[config.mk]
export PLATFORM = sky130hd
export DESIGN_NAME = tdt_timer
export DESIGN_NICKNAME = d
export VERILOG_FILES = /design/src/rtl/tdt_pkg.sv /design/src/rtl/tdt_timer.sv
export SDC_FILE = /design/constraint.sdc
export NUM_CORES = 1
export LEC_CHECK = 0
export BUFFER_PORTS_ARGS = -buffer_cell sky130_fd_sc_hd__buf_2
export CAP_MARGIN = 10
export CELL_PAD_IN_SITES_DETAIL_PLACEMENT = 0
export CELL_PAD_IN_SITES_GLOBAL_PLACEMENT = 1
export CORE_ASPECT_RATIO = 1.4
export CORE_MARGIN = 2
export CORE_UTILIZATION = 35
export DETAILED_ROUTE_END_ITERATION = 12
export PLACE_DENSITY = 0.72
export SLEW_MARGIN = 15
export SYNTH_ARGS = -nofsm -noshare
export SYNTH_HDL_FRONTEND = slang
export SYNTH_SLANG_ARGS = --single-unit
export TNS_END_PERCENT = 10
[constraint.sdc]
create_clock -name ref_clk -period 6.1 [get_ports ref_clk]
set_input_delay 0.305 -clock ref_clk [delete_from_list [all_inputs] [get_ports ref_clk]]
set_output_delay 0.305 -clock ref_clk [all_outputs]
set_load 0.01 [all_outputs]
[src/rtl/tdt_pkg.sv]
/*
 * Constants and carrier types for the dual 16-bit timer block.
 * Assumes an 8-bit register port from the CPU core and a 25 MHz system clock.
 */
package tdt_pkg;
    // Register addresses on the 8-bit register port
    localparam logic [7:0] TDT_ADDR_CTRL0    = 8'hFA;
    localparam logic [7:0] TDT_ADDR_CTRL1    = 8'hFB;
    localparam logic [7:0] TDT_ADDR_PEND     = 8'hF0;
    localparam logic [7:0] TDT_ADDR_CNT0_H   = 8'hF2;
    localparam logic [7:0] TDT_ADDR_CNT0_L   = 8'hF3;
    localparam logic [7:0] TDT_ADDR_REF0_H   = 8'hF4;
    localparam logic [7:0] TDT_ADDR_REF0_L   = 8'hF5;
    localparam logic [7:0] TDT_ADDR_CNT1_H   = 8'hF6;
    localparam logic [7:0] TDT_ADDR_CNT1_L   = 8'hF7;
    localparam logic [7:0] TDT_ADDR_REF1_H   = 8'hF8;
    localparam logic [7:0] TDT_ADDR_REF1_L   = 8'hF9;
    localparam logic [7:0] TDT_CTRL_RESET    = 8'h00;

    // Control field positions
    localparam int TDT_BIT_OVF_EN   = 0;
    localparam int TDT_BIT_MATCH_EN = 1;
    localparam int TDT_BIT_CLEAR    = 2;
    localparam int TDT_MODE_LO      = 3;
    localparam int TDT_CLK_LO       = 5;

    // Shared pending register bit positions
    localparam int TDT_PEND_OVF0   = 2;
    localparam int TDT_PEND_MATCH0 = 3;
    localparam int TDT_PEND_OVF1   = 4;
    localparam int TDT_PEND_MATCH1 = 5;

    // Clock source codes, bits 7..5
    typedef enum logic [2:0] {
        TDT_CLK_DIV1024 = 3'h0,
        TDT_CLK_DIV256  = 3'h1,
        TDT_CLK_DIV64   = 3'h2,
        TDT_CLK_DIV8    = 3'h3,
        TDT_CLK_DIV1    = 3'h4,
        TDT_CLK_EXT_R   = 3'h5,
        TDT_CLK_EXT_F   = 3'h6,
        TDT_CLK_STOP    = 3'h7
    } tdt_clk_t;

    // Mode codes, bits 4..3
    typedef enum logic [1:0] {
        TDT_MODE_INTERVAL = 2'h0,
        TDT_MODE_CAP_RISE = 2'h1,
        TDT_MODE_CAP_FALL = 2'h2,
        TDT_MODE_PWM      = 2'h3
    } tdt_mode_t;

    // Prescaler ratios
    localparam int TDT_PRE_WIDTH = 10;
    localparam logic [9:0] TDT_PRE_1024 = 10'h3FF;
    localparam logic [9:0] TDT_PRE_256  = 10'h0FF;
    localparam logic [9:0] TDT_PRE_64   = 10'h03F;
    localparam logic [9:0] TDT_PRE_8    = 10'h007;

    // Counter limits
    localparam logic [15:0] TDT_CNT_ZERO = 16'h0000;
    localparam logic [15:0] TDT_CNT_MAX  = 16'hFFFF;

    // Interrupt level and vectors, for the interrupt controller outside
    localparam logic [7:0] TDT_IRQ_LEVEL = 8'h03;
    localparam logic [7:0] TDT_VEC_OVF0  = 8'hDA;
    localparam logic [7:0] TDT_VEC_MAT0  = 8'hD8;
    localparam logic [7:0] TDT_VEC_OVF1  = 8'hDE;
    localparam logic [7:0] TDT_VEC_MAT1  = 8'hDC;

    // Pin group of one instance, all synchronised
    typedef struct packed {
        logic capture_in;
        logic ext_clock_in;
    } tdt_pins_t;

    // Events from one instance
    typedef struct packed {
        logic overflow;
        logic match;
    } tdt_event_t;
endpackage : tdt_pkg

[src/rtl/tdt_timer.sv]
/*
 * Dual 16-bit timer: interval toggle, PWM and edge capture per instance.
 * Assumes an 8-bit register port (addr, wdata, write and read strobes) from
 * the CPU core, asynchronous pins and an external interrupt controller that
 * pulses a service acknowledge per overflow request.
 *
 * Register map on the port: FA and FB control words, F0 shared pending
 * flags, F2/F3 and F6/F7 counters, F4/F5 and F8/F9 reference registers.
 * The high byte sits at the even address and the low byte at the odd one.
 * Sixteen-bit values are two independent byte writes with no latch, so
 * software reading a running counter may see a torn value.
 * Read data is registered: it stands one cycle after the read strobe.
 * Pending bits clear on a zero write; a one leaves them unchanged.
 * A flag event in the same cycle as its clear keeps the flag set.
 * The prescaler is shared by both instances and never stops, so the
 * first tick after selecting a divider may come early.
 * Pins pass three flip-flops before any edge is taken, which adds
 * three cycles of latency to capture and external clock edges.
 * Interval mode flags an overflow only when the counter leaves all ones
 * without a match; a match at the tick zeroes it instead.
 * The PWM pin is registered and so trails the compare by one cycle.
 * Writing the counter while it runs takes effect at the next edge.
 * Control bit 2 never reads back; it clears the counter and drops.
 * Capture loads the counter as it stood before the edge cycle's tick.
 * Both instances decode the same field layout at their own addresses.
 * Request outputs are levels; the controller outside picks vectors.
 */
`timescale 1ns/100ps
module tdt_timer
    import tdt_pkg::*;
(
    input  wire logic       ref_clk,
    input  wire logic       reset_n,
    input  wire logic [7:0] reg_addr,
    input  wire logic [7:0] reg_wdata,
    input  wire logic       reg_write,
    input  wire logic       reg_read,
    output logic      [7:0] reg_rdata,
    input  wire logic [1:0] capture_in,
    input  wire logic [1:0] ext_clock_in,
    input  wire logic [1:0] overflow_service_ack,
    output logic      [1:0] timer_out,
    output logic      [1:0] overflow_irq,
    output logic      [1:0] match_irq
);
    ////////////////////////////////////////////////////////////////////////
    // Declarations
    logic [1:0][7:0]  ctrl_reg, ctrl_next;     // Control registers
    logic [1:0][15:0] cnt_reg, cnt_next;       // Counters
    logic [1:0][15:0] ref_reg, ref_next;       // Reference / capture data
    logic [1:0]       out_reg, out_next;       // Toggle flip-flops
    logic [1:0]       pin_reg, pin_next;       // Shared output pins
    logic [3:0]       pend_reg, pend_next;     // Pending flags, ovf/match per unit
    logic [9:0]       pre_reg, pre_next;       // Common prescaler
    logic [1:0][2:0]  cap_sync, clk_sync;      // Three-stage synchronisers
    logic [1:0][2:0]  cap_sync_next, clk_sync_next;
    logic [1:0]       cap_lvl_reg, cap_lvl_next; // Settled capture level
    logic [1:0]       clk_lvl_reg, clk_lvl_next; // Settled external clock level
    logic [7:0]       rdata_next;
    logic [1:0]       ovf_ev, mat_ev;          // Per-unit events this cycle

    // Prescaler terminal-count test against a ratio mask
    // All ones under the mask marks the last cycle of a period
    function automatic logic pre_hit(input logic [9:0] cnt, input logic [9:0] mask);
        pre_hit = ((cnt & mask) == mask);
    endfunction : pre_hit

    ////////////////////////////////////////////////////////////////////////
    // Pin synchronisers: level changes when stages two and three agree
    always_comb begin
        // Shift each pin into its own three-stage chain
        for (int i = 0; i < 2; i++) begin
            cap_sync_next[i] = {cap_sync[i][1:0], capture_in[i]};
            clk_sync_next[i] = {clk_sync[i][1:0], ext_clock_in[i]};
            // Settled level moves only when stages two and three agree
            cap_lvl_next[i]  = (cap_sync[i][1] == cap_sync[i][2]) ? cap_sync[i][2]
                                                                  : cap_lvl_reg[i];
            clk_lvl_next[i]  = (clk_sync[i][1] == clk_sync[i][2]) ? clk_sync[i][2]
                                                                  : clk_lvl_reg[i];
        end
    end

    // Synchroniser flip-flops and settled levels
    always_ff @(posedge ref_clk or negedge reset_n) begin
        if (!reset_n) begin
            // Chains reset to the idle low level
            cap_sync    <= '0;
            clk_sync    <= '0;
            cap_lvl_reg <= '0;
            clk_lvl_reg <= '0;
        end else begin
            cap_sync    <= cap_sync_next;
            clk_sync    <= clk_sync_next;
            cap_lvl_reg <= cap_lvl_next;
            clk_lvl_reg <= clk_lvl_next;
        end
    end

    ////////////////////////////////////////////////////////////////////////
    // Timer core and registers, next-state logic
    always_comb begin
        tdt_clk_t  csel;
        tdt_mode_t mode;
        logic      tick;
        logic      cap_edge;
        logic      match;
        logic [7:0] a_ctrl;
        logic [7:0] a_cnt_h, a_cnt_l, a_ref_h, a_ref_l;
        // Loop temporaries start from safe values
        csel     = TDT_CLK_DIV1024;
        mode     = TDT_MODE_INTERVAL;
        tick     = 1'b0;
        cap_edge = 1'b0;
        match    = 1'b0;
        a_ctrl   = 8'h00;
        a_cnt_h  = 8'h00;
        a_cnt_l  = 8'h00;
        a_ref_h  = 8'h00;
        a_ref_l  = 8'h00;
        // Prescaler wraps on its own width
        pre_next  = pre_reg + 10'h001;           // Free-running divider of fxx
        // Every register holds unless a branch below moves it
        ctrl_next = ctrl_reg;
        cnt_next  = cnt_reg;
        ref_next  = ref_reg;
        out_next  = out_reg;
        pin_next  = pin_reg;
        pend_next = pend_reg;
        // No events unless raised by an instance below
        ovf_ev    = '0;
        mat_ev    = '0;
        // Both instances share one body, only addresses differ
        for (int i = 0; i < 2; i++) begin
            // Register addresses of this instance
            a_ctrl  = (i == 0) ? TDT_ADDR_CTRL0  : TDT_ADDR_CTRL1;
            a_cnt_h = (i == 0) ? TDT_ADDR_CNT0_H : TDT_ADDR_CNT1_H;
            a_cnt_l = (i == 0) ? TDT_ADDR_CNT0_L : TDT_ADDR_CNT1_L;
            a_ref_h = (i == 0) ? TDT_ADDR_REF0_H : TDT_ADDR_REF1_H;
            a_ref_l = (i == 0) ? TDT_ADDR_REF0_L : TDT_ADDR_REF1_L;
            // Clock and mode fields of the control word
            csel = tdt_clk_t'(ctrl_reg[i][TDT_CLK_LO +: 3]);
            mode = tdt_mode_t'(ctrl_reg[i][TDT_MODE_LO +: 2]);
            // Count enable from the selected source
            unique case (csel)
                TDT_CLK_DIV1024: tick = pre_hit(pre_reg, TDT_PRE_1024);
                TDT_CLK_DIV256:  tick = pre_hit(pre_reg, TDT_PRE_256);
                TDT_CLK_DIV64:   tick = pre_hit(pre_reg, TDT_PRE_64);
                TDT_CLK_DIV8:    tick = pre_hit(pre_reg, TDT_PRE_8);
                TDT_CLK_DIV1:    tick = 1'b1;
                // External codes count settled pin edges
                TDT_CLK_EXT_R:   tick = clk_lvl_next[i] & ~clk_lvl_reg[i];
                TDT_CLK_EXT_F:   tick = ~clk_lvl_next[i] & clk_lvl_reg[i];
                // Stop code freezes the counter
                TDT_CLK_STOP:    tick = 1'b0;
            endcase
            // Edge of the capture pin, polarity from the mode code
            cap_edge = (mode == TDT_MODE_CAP_RISE) ? (cap_lvl_next[i] & ~cap_lvl_reg[i])
                                                   : (~cap_lvl_next[i] & cap_lvl_reg[i]);
            // Comparator: counter against reference
            match = (cnt_reg[i] == ref_reg[i]);
            // Counter moves only on an enabled tick
            if (tick) begin
                // Interval match: zero, request, toggle
                if (mode == TDT_MODE_INTERVAL && match) begin
                    cnt_next[i] = TDT_CNT_ZERO;
                    mat_ev[i]   = 1'b1;
                    out_next[i] = ~out_reg[i];
                end else begin
                    // Count up; leaving all ones is an overflow
                    cnt_next[i] = cnt_reg[i] + 16'h0001;
                    ovf_ev[i]   = (cnt_reg[i] == TDT_CNT_MAX);
                end
            end
            // Capture load in either capture mode
            if ((mode == TDT_MODE_CAP_RISE || mode == TDT_MODE_CAP_FALL) && cap_edge) begin
                ref_next[i] = cnt_reg[i];
                mat_ev[i]   = 1'b1;
            end
            // Shared pin: PWM compare or toggle flip-flop
            if (mode == TDT_MODE_PWM)
                pin_next[i] = (ref_reg[i] > cnt_reg[i]);
            else
                pin_next[i] = out_reg[i];
            // Register writes
            if (reg_write) begin
                if (reg_addr == a_ctrl) begin
                    ctrl_next[i] = reg_wdata;
                    ctrl_next[i][TDT_BIT_CLEAR] = 1'b0;           // Clear bit self-resets
                    if (reg_wdata[TDT_BIT_CLEAR])
                        cnt_next[i] = TDT_CNT_ZERO;
                end
                // Counter and reference bytes are written apart
                if (reg_addr == a_cnt_h)
                    cnt_next[i][15:8] = reg_wdata;
                if (reg_addr == a_cnt_l)
                    cnt_next[i][7:0] = reg_wdata;
                if (reg_addr == a_ref_h)
                    ref_next[i][15:8] = reg_wdata;
                if (reg_addr == a_ref_l)
                    ref_next[i][7:0] = reg_wdata;
            end
            // Overflow flag: serviced or written zero, event wins
            if (overflow_service_ack[i])
                pend_next[2*i] = 1'b0;
            if (reg_write && reg_addr == TDT_ADDR_PEND && !reg_wdata[TDT_PEND_OVF0 + 2*i])
                pend_next[2*i] = 1'b0;
            // Set last so an event beats a clear
            if (ovf_ev[i])
                pend_next[2*i] = 1'b1;
            // Match flag: only software clears, event wins
            if (reg_write && reg_addr == TDT_ADDR_PEND && !reg_wdata[TDT_PEND_MATCH0 + 2*i])
                pend_next[2*i+1] = 1'b0;
            // Set last here as well
            if (mat_ev[i])
                pend_next[2*i+1] = 1'b1;
        end
    end

    ////////////////////////////////////////////////////////////////////////
    // Read data mux, registered
    always_comb begin
        // Idle cycles and unmapped addresses read zero
        rdata_next = 8'h00;
        if (reg_read) begin
            // Pending flags sit at bits 5 to 2
            unique case (reg_addr)
                TDT_ADDR_CTRL0:  rdata_next = ctrl_reg[0];
                TDT_ADDR_CTRL1:  rdata_next = ctrl_reg[1];
                TDT_ADDR_PEND:   rdata_next = {2'b00, pend_reg, 2'b00};
                TDT_ADDR_CNT0_H: rdata_next = cnt_reg[0][15:8];
                TDT_ADDR_CNT0_L: rdata_next = cnt_reg[0][7:0];
                TDT_ADDR_REF0_H: rdata_next = ref_reg[0][15:8];
                TDT_ADDR_REF0_L: rdata_next = ref_reg[0][7:0];
                TDT_ADDR_CNT1_H: rdata_next = cnt_reg[1][15:8];
                TDT_ADDR_CNT1_L: rdata_next = cnt_reg[1][7:0];
                TDT_ADDR_REF1_H: rdata_next = ref_reg[1][15:8];
                TDT_ADDR_REF1_L: rdata_next = ref_reg[1][7:0];
                default:         rdata_next = 8'h00;
            endcase
        end
    end

    ////////////////////////////////////////////////////////////////////////
    // State registers
    always_ff @(posedge ref_clk or negedge reset_n) begin
        if (!reset_n) begin
            // Both instances come up in interval mode, counting on the 1024 prescaler divider
            ctrl_reg  <= {TDT_CTRL_RESET, TDT_CTRL_RESET};
            cnt_reg   <= '0;
            ref_reg   <= '0;
            out_reg   <= '0;
            pin_reg   <= '0;
            pend_reg  <= '0;
            pre_reg   <= '0;
            reg_rdata <= 8'h00;
        end else begin
            // Every flop takes its next value each edge
            ctrl_reg  <= ctrl_next;
            cnt_reg   <= cnt_next;
            ref_reg   <= ref_next;
            out_reg   <= out_next;
            pin_reg   <= pin_next;
            pend_reg  <= pend_next;
            pre_reg   <= pre_next;
            reg_rdata <= rdata_next;
        end
    end

    ////////////////////////////////////////////////////////////////////////
    // Outputs: pending gated by enables onto level-three requests
    always_comb begin
        // Pin levels come straight from flip-flops
        timer_out = pin_reg;
        // Requests are pending flags masked by enables
        for (int i = 0; i < 2; i++) begin
            overflow_irq[i] = pend_reg[2*i]   & ctrl_reg[i][TDT_BIT_OVF_EN];
            match_irq[i]    = pend_reg[2*i+1] & ctrl_reg[i][TDT_BIT_MATCH_EN];
        end
    end
endmodule : tdt_timer

==> metrics.txt, run 1 <==
I/O pin cnt 40; Slew Viols, Final 0; fmax 368.6 MHz; CP top delay family simple AND/OR/NAND/NOR gates; LEAKAGE 3.517 nW; fin cells 1,123; CP bufs+invs 1; Reg power frac 41.0%; cts bufs inserted 17; Vias/cell 5.922; via count 6,650; min Tclk post-route 2713 ps; Num Clock Sinks 120; Synth Register Bits 120; mapped cell area 7398 um2; total gr overflow 0; crit path launch type register; final hold slack 169.9 ps; total die area 22,330 um2; antenna violations before repair 1; Layout Utilization 40.92%; CP required 6410 ps; Routed WL 25.93 mm; Routed WL per cell 23.09 um; Clock Skew 11.12 ps; cells along the critical path inv_1 -> ha_1 -> nand4_1 -> nor4_1 -> and2_1 -> a21oi_4 -> a22oi_1 -> o22ai_1; die width 126.9 um; RSZ-0062 raised after global routing false; initial core utilization 35.85%; worst hold path class primary input to register; Area Overhead vs Synth 14.12%; ratio of final minimum period to clock period 44.48%; drt pass-1 iters 5; Final Hold Viols 0; critical path type register to register; largest net degree at the start of global routing 78; setup TNS 0 ps; post-synthesis sequential area ratio 40.59%; 1st-iter DRT viols 610; Yosys warning count 0; total of max-cap violations 0; root buffer cell clkbuf_16; overall power 2.798 mW; DRC Markers 0; Critical Path End Type register; H-tree levels 4; Synth cell types 78; clock tree buffer depth 2; CTS tree yes; Int Pwr 1.842 mW; nets@finish 923; Crit-path slowest cell nor4_1; Port Buf Inserts 39; power per cell area 331.4 nW/um2; dpl hpwl 18.41 mm; GRT Total Usage 24.07%; first-pass GRT wire length 40.43 mm; Post-synth ARST share 100.0%; post-route ant nets 0; syn avg cell area 8.957 um2; max_slew headroom 32.27%; worst-case vdd ir drop 0.2025 mV; power share of the combinational group 23.5%; core area 20,630 um2; Rows 62; vias in the first global route 6,814; layout cell share with drive strength beyond 1 13.28%; most frequent cells in the layout dfrtp_1 (120), nor2_1 (75), nand2_1 (69), a21oi_1 (69), nand3_1 (49); die span in y 176.0 um; clock network power share 35.5%; Post-Syn Nets 894; Sw Pwr 0.9556 mW; CTS-repair resized insts 0; DP Area 7820 um2; Worst EP arrival 3020 ps; number of flops mapped to enable cells by yosys 0; Cells after Synth 826; Worst Setup Slack, final 3387 ps; status completed; worst slew pin tran 1014 ps; Cells after DPL 1,087; Final Setup Violations 0; fin area 8443 um2; clk slew on worst S/H paths 60 ps; GPL Wtd Cong 0.8956; crit-path max FO 9; top_reg_cell synth dfrtp_1; sw frac 34.16%; CP peak stage delay 530 ps; Skew-Pair Late Insertion Delay 430 ps; commonest non-fill, non-tap cell in the layout dfrtp_1; pre-CTS setup slack 3304 ps
==> per-layer routing <==
metal,routed length (um),GRT usage [%],vias up
li1,-,-,3073
met2,12950,40.93,220
met3,1086,3.303,70
met5,0,0,-
met1,10810,29.88,3287
met4,1083,12.09,0
==> kinds of logic (layout without fill, tap and decap cells) <==
family	Yosys count	after routing	synth area share, %
AOI/OAI and AO/OA	226	226	20.07
xor gates and xnor gates	22	22	2.604
adders and majority gates	46	46	7.644
buffers and inverters	88	128	4.651
DFF	120	120	40.59
muxes	29	29	4.549
other	0	1	0
and+or+nand+nor	295	295	19.89
==> what timing repair did <==
action,4_1_cts,5_1_grt
hold buffers,5,0
buffers inserted,0,0
endpoints found under the hold margin,47,0
==> cells in the mapped netlist (all sizes together) (6+ instances only) <==
library cell,n,share of area [%]
and2,12,1.0
a2111oi,6,0.81
a31oi,7,0.59
a22oi,10,1.0
a211oi,7,0.78
nand2,71,3.7
nor2b,8,0.68
nand4,22,1.9
o21ai,53,3.6
a21o,8,0.81
a21oi,70,4.9
a211o,7,0.83
and3,8,0.68
dfrtp,120,41
nor3,15,1.1
inv,45,2.3
nor2,76,3.9
mux2i,10,1.4
nand3,50,3.5
o211ai,9,0.91
o22ai,7,0.68
mux2,17,2.6
a22o,7,0.83
buf,8,0.59
clkbuf,35,1.8
xnor2,18,2.1
ha,42,7.1
==> final cells by class <==
cell class | count | area [um2]
Fill cell | 2116 | 12190
Multi-Input combinational cell | 618 | 4059
Sequential cell | 120 | 3003
Clock buffer | 21 | 470.5
Tap cell | 256 | 320.3
Timing Repair Buffer | 53 | 319.1
Inverter | 45 | 168.9
Clock inverter | 9 | 100.1
Antenna cell | 1 | 2.502
==> worst register-to-register path: stages (launching register included) <==
cell and delay, ps:
dfrtp_1 460, inv_1 170, ha_1 330, nand4_1 160
nor4_1 530, and2_1 490, a21oi_4 140, a22oi_1 210
o22ai_1 100
==> power groups by stage <==
stage	Sequential, mW	Clock (mW)	Combinational, mW
after global placement	1.15	0	0.640
after CTS	1.14	1.01	0.654
after floorplan	1.05	0	0.489
after global routing	1.16	1.04	0.757
final	1.15	0.994	0.657
after detailed placement	1.15	0	0.648
==> final timing paths <==
kind | from | to | slack, ps | cells after the start
setup / recovery | cnt_reg[31]$_DFF_PN0_ | cnt_reg[18]$_DFF_PN0_ | 3390 | 8
hold / removal | overflow_service_ack[0] | pend_reg[0]$_DFFE_PN0P_ | 170 | 3
setup reg to reg | cnt_reg[31]$_DFF_PN0_ | cnt_reg[18]$_DFF_PN0_ | 3390 | 8
hold reg to reg | cap_sync[3]$_DFF_PN0_ | cap_sync[4]$_DFF_PN0_ | 350 | 0
max in group asynchronous | reset_n | ref_reg[14]$_DFF_PN0_ | 4350 | 3
min in group asynchronous | reset_n | cap_sync[4]$_DFF_PN0_ | 380 | 2
No activity file was read; power rests on OpenSTA's default activity.
==> run 2: changes to the inputs <==
Clock period 6.1 ns to 2.75 ns, I/O delays scaled along.
==> metrics.txt, run 2 (same netlist as run 1, synthesis figures left out) <==
WHS Endpoint pend_reg[0]$_DFFE_PN0P_; Final Hold Viols 0 (unchanged); total gr overflow 0 (unchanged); Clock Skew 11.14 ps (+0.02750 ps); flop-to-flop setup slack 170 ps (-3220 ps); Routed WL per cell 22.83 um (-1.1%); root buffer cell clkbuf_16; Skew-Pair Late Insertion Delay 430 ps (about the same); ratio of final minimum period to clock period 93.81% (+49 points); min Tclk post-route 2580 ps (-133.1 ps); total of max-cap violations 0 (unchanged); nets@finish 967 (+4.8%); worst hold path class primary input to register; worst slew pin tran 827.4 ps (-186.5 ps); cells along the critical path ha_1 -> nand4_1 -> nor3_2 -> o22ai_1 -> buf_4 -> a2111oi_0 -> xnor2_1 -> o21ai_1; clk slew on worst S/H paths 60 ps (about the same); ANT cells 0 (-1); H-tree levels 4 (unchanged); max_slew headroom 43.41% (+11 points); cts bufs inserted 17 (unchanged); Cells after DPL 1,131 (+4.0%); crit-path max FO 15 (+6); initial core utilization 35.85% (unchanged); CP required 3050 ps (-3360 ps); Area Overhead vs Synth 18.91%; die width 126.9 um (unchanged); core area 20,630 um2 (unchanged); dpl hpwl 19.59 mm (+6.4%); reg-to-reg endpoint cnt_reg[15]$_DFF_PN0_; Reg2Reg Launch Point pre_reg[0]$_DFF_PN0_; hold path start overflow_service_ack[0]; RSZ-0062 raised after global routing false; vias in the first global route 6,742 (-1.1%); setup TNS 0 ps (unchanged); DRC Markers 0 (unchanged); via count 6,830 (+2.7%); fin cells 1,168 (+4.0%); GPL Wtd Cong 0.9669 (+8.0%); layout cell share with drive strength beyond 1 17.76% (+4.5 points); first-pass GRT wire length 40.80 mm (+0.92%); hold path depth 3 (unchanged); CP peak stage delay 720 ps (+190 ps); clock tree buffer depth 2 (unchanged); most frequent cells in the layout dfrtp_1 (120), nor2_1 (75), nand2_1 (69), a21oi_1 (69), buf_4 (51); Final Setup Violations 0 (unchanged); total die area 22,330 um2 (unchanged); Routed WL 26.67 mm (+2.8%); Critical Path End Type register; fmax 387.6 MHz (+5.2%); status completed; Reg2Reg Depth 8 (unchanged); critical path type register to register; GRT Total Usage 24.52% (+0.45 points); Worst EP arrival 2880 ps (-140 ps); crit path launch type register; antenna violations before repair 0 (-1); commonest non-fill, non-tap cell in the layout dfrtp_1; Vias/cell 5.848 (-1.3%); Post-CTS Setup Bufs 0 (unchanged); CTS tree yes; die span in y 176.0 um (unchanged); LEAKAGE 3.728 nW (+6.0%); 1st-iter DRT viols 668 (+9.5%); drt pass-1 iters 5 (unchanged); power per cell area 727.0 nW/um2 (+120%); Crit-path slowest cell a2111oi_0; largest net degree at the start of global routing 67 (-14%); I/O pin cnt 40 (unchanged); post-route ant nets 0 (unchanged); Slew Viols, Final 0 (unchanged); Num Clock Sinks 120 (unchanged); worst-case vdd ir drop 0.4130 mV (+100%); Port Buf Inserts 39 (unchanged); Rows 62 (unchanged)
## run 2: routing by layer
metal	track usage, %	vias to the layer above	part of all wire, %
met3	4.303	72	6.6
met4	12.91	0	5.5
met1	30.03	3320	39
li1	-	3162	-
met2	41.17	276	49
met5	0	-	0
## run 2: power by group
part,internal [mW],leakage [nW],switching (mW)
clock,1.26,0.265,0.922
combinational,0.782,2.02,1.02
sequential,2.06,1.44,0.348
total,4.10,3.73,2.29
## run 2: through the flow
| stage | total power, mW | hold WS, ps | setup slack [ps] | area, um2 | utilization [%] |
|---|---|---|---|---|---|
| global placement | 4.198 | 187.5 | 289.9 | 8175 | 39.62 |
| global route | 6.785 | 26.17 | 39.01 | 8797 | 42.63 |
| finish | 6.395 | 21.32 | 170.1 | 8797 | 42.63 |
| floorplan | 3.409 | -158.1 | 544.6 | 7398 | - |
| CTS | 6.405 | 10.41 | 206.8 | 8793 | 42.61 |
| detailed placement | 4.214 | 180.2 | 226.4 | 8175 | 39.62 |
## run 2: cell type report
type / count / area, um2
inverter: 45 / 168.9
sequential: 120 / 3003
clock buffer: 18 / 429.2
multi-input combinational: 618 / 4063
fill: 2115 / 11840
timing repair buffer: 97 / 674.4
clock inverter: 14 / 138.9
tap: 256 / 320.3
## run 2: what timing repair did
item                                    in CTS  in global routing
hold endpoints to repair                    69                  0
gates resized for setup                      0                  2
hold buffers                                 5                  0
endpoints found under the setup margin       0                  5
## run 2: how the worst max path moves through the flow
stage	startpoint	end	slack (ps)	cells past startpoint
after floorplan	cnt_reg[30]$_DFF_PN0_	cnt_reg[23]$_DFF_PN0_	540	9
after global placement	pre_reg[0]$_DFF_PN0_	cnt_reg[15]$_DFF_PN0_	290	8
after detailed placement	pre_reg[0]$_DFF_PN0_	cnt_reg[2]$_DFF_PN0_	230	8
after CTS	pre_reg[0]$_DFF_PN0_	cnt_reg[15]$_DFF_PN0_	210	8
after global routing	pre_reg[0]$_DFF_PN0_	cnt_reg[15]$_DFF_PN0_	40	8
final	pre_reg[0]$_DFF_PN0_	cnt_reg[15]$_DFF_PN0_	170	8
## run 2: worst max-delay path: cells and delay by family (launching register included)
| kind | cells | cell delay, ps |
|---|---|---|
| flip-flops | 1 | 400 |
| AO/OA/AOI/OAI | 3 | 930 |
| AND/OR/NAND/NOR | 2 | 470 |
| buffers and inverters | 1 | 210 |
| XOR/XNOR | 1 | 200 |
| adder cells (fa/ha/maj) | 1 | 230 |
==> run 3: changes to the inputs <==
Settings changed: REMOVE_ABC_BUFFERS set to 1.
==> metrics.txt, run 3 (same netlist as run 1, synthesis figures left out) <==
CTS tree yes; Vias/cell 5.882 (+0.59%); GPL Wtd Cong 0.9358 (-3.2%); Reg2Reg Depth 8 (unchanged); final hold slack 77.23 ps (+55.91 ps); worst slew pin tran 716.3 ps (-111.1 ps); cts bufs inserted 17 (unchanged); CTS hold repair buffers 6 (+1); core area 20,630 um2 (unchanged); ANT cells 0 (unchanged); RSZ-0062 raised after global routing false; via count 6,847 (+0.25%); die width 126.9 um (unchanged); clk slew on worst S/H paths 60 ps (about the same); initial core utilization 35.85% (unchanged); power per cell area 734.4 nW/um2 (+1.0%); worst hold path class primary input to register; ratio of final minimum period to clock period 91.79% (-2.0 points); hold path start overflow_service_ack[1]; first-pass GRT wire length 40.18 mm (-1.5%); 1st-iter DRT viols 596 (-11%); Rows 62 (unchanged); Clock Skew 8.788 ps (-2.355 ps); drt pass-1 iters 6 (+1); min Tclk post-route 2524 ps (-55.61 ps); Critical Path End Type register; CP required 3050 ps (about the same); dpl hpwl 19.17 mm (-2.1%); Skew-Pair Late Insertion Delay 420 ps (about the same); Reg2Reg Launch Point pre_reg[0]$_DFF_PN0_; hold path depth 4 (+1); critical path type register to register; CTS-repair resized insts 0 (unchanged); total of max-cap violations 0 (unchanged); max_slew headroom 52.25% (+8.8 points); area of the multi-input gates 4059 um2 (about the same); GRT Total Usage 23.98% (-0.54 points); total gr overflow 0 (unchanged); Worst EP arrival 2830 ps (-50 ps); Post-CTS Setup Bufs 0 (unchanged); Fill cells 2,064 (-2.4%); antenna violations before repair 0 (unchanged); I/O pin cnt 40 (unchanged); Area Overhead vs Synth 18.54%; crit path launch type register; fmax 396.2 MHz (+2.2%); root buffer cell clkbuf_16; vias in the first global route 6,790 (+0.71%); die span in y 176.0 um (unchanged); largest net degree at the start of global routing 73 (+9.0%); Routed WL 26.19 mm (-1.8%); Routed WL per cell 22.50 um (-1.4%); crit-path max FO 15 (unchanged); reg-to-reg endpoint cnt_reg[15]$_DFF_PN0_; clock tree buffer depth 2 (unchanged); total die area 22,330 um2 (unchanged); H-tree levels 4 (unchanged); register area 3003 um2 (unchanged); Slew Viols, Final 0 (unchanged); commonest non-fill, non-tap cell in the layout dfrtp_1; flop-to-flop setup slack 230 ps (+60 ps); post-route ant nets 0 (unchanged); WHS Endpoint pend_reg[2]$_DFFE_PN0P_; Num Clock Sinks 120 (unchanged); Final Setup Violations 0 (unchanged); Final Hold Viols 0 (unchanged); Port Buf Inserts 39 (unchanged); layout cell share with drive strength beyond 1 17.18% (-0.58 points); worst-case vdd ir drop 0.4328 mV (+4.8%); setup TNS 0 ps (unchanged); LEAKAGE 3.722 nW (-0.16%); nets@finish 963 (-0.41%); DRC Markers 0 (unchanged); most frequent cells in the layout dfrtp_1 (120), nor2_1 (75), nand2_1 (69), a21oi_1 (69), nand3_1 (49); status completed
==> run 3: cell count changes in the layout (fill, tap and decap cells not counted), sizes merged <==
cell and delta:
bufinv +1, clkbuf +2, inv -2, dlygate4sd3 +1
buf -5, clkinvlp -1
==> run 3: worst max-delay path, cell delays in order (launching register included) <==
cell and delay, ps:
dfrtp_1 390, ha_1 220, nand4_1 190, nor3_2 320, o22ai_1 150, buf_4 220
a2111oi_0 660, xnor2_1 190, o21ai_1 80
==> run 3: power by group <==
| part | switching, mW | internal, mW | leakage (nW) |
|---|---|---|---|
| Clock | 0.877 | 1.39 | 0.284 |
| Sequential | 0.393 | 2.06 | 1.44 |
| Combinational | 0.975 | 0.741 | 1.99 |
| Total | 2.24 | 4.20 | 3.72 |
==> run 3: per-stage QoR <==
stage	power [mW]	utilization, %	instances	instance area [um2]	setup WS, ps
3_5_place_dp	4.153	39.32	1126	8113	245.7
5_1_grt	6.801	42.50	1164	8770	132.8
2_1_floorplan	3.372	-	783	7223	370.0
4_1_cts	6.455	42.50	1164	8770	214.8
3_3_place_gp	4.130	39.32	1126	8113	315.8
6_report	6.440	42.50	1164	8770	225.7
==> run 3: worst max-delay path by stage <==
stage	from	to	slack [ps]	depth (start not counted)
after global placement	pre_reg[0]$_DFF_PN0_	cnt_reg[15]$_DFF_PN0_	320	8
final	pre_reg[0]$_DFF_PN0_	cnt_reg[15]$_DFF_PN0_	230	8
after CTS	pre_reg[0]$_DFF_PN0_	cnt_reg[15]$_DFF_PN0_	210	8
after detailed placement	pre_reg[0]$_DFF_PN0_	cnt_reg[15]$_DFF_PN0_	250	8
after global routing	pre_reg[0]$_DFF_PN0_	cnt_reg[15]$_DFF_PN0_	130	8
after floorplan	ctrl_reg[11]$_DFFE_PN0P_	ref_reg[16]$_DFF_PN0_	370	5
==> run 3: per-layer routing <==
metal | GRT usage, % | wire length, um | part of all wire [%] | vias up
li1 | - | - | - | 3162
met1 | 26.91 | 10120 | 39 | 3360
met2 | 42.00 | 13270 | 51 | 251
met3 | 4.212 | 1148 | 4.4 | 74
met4 | 14.93 | 1657 | 6.3 | 0
met5 | 0 | 0 | 0 | -
==> run 3: cell type report <==
| cell class | count | area share [%] |
|---|---|---|
| inverters | 45 | 1.926 |
| clock inverters | 12 | 1.598 |
| flip-flops and latches | 120 | 34.24 |
| well taps | 256 | 3.652 |
| multi-input cells | 618 | 46.28 |
| clock buffers | 20 | 5.208 |
| repair buffers | 93 | 7.091 |
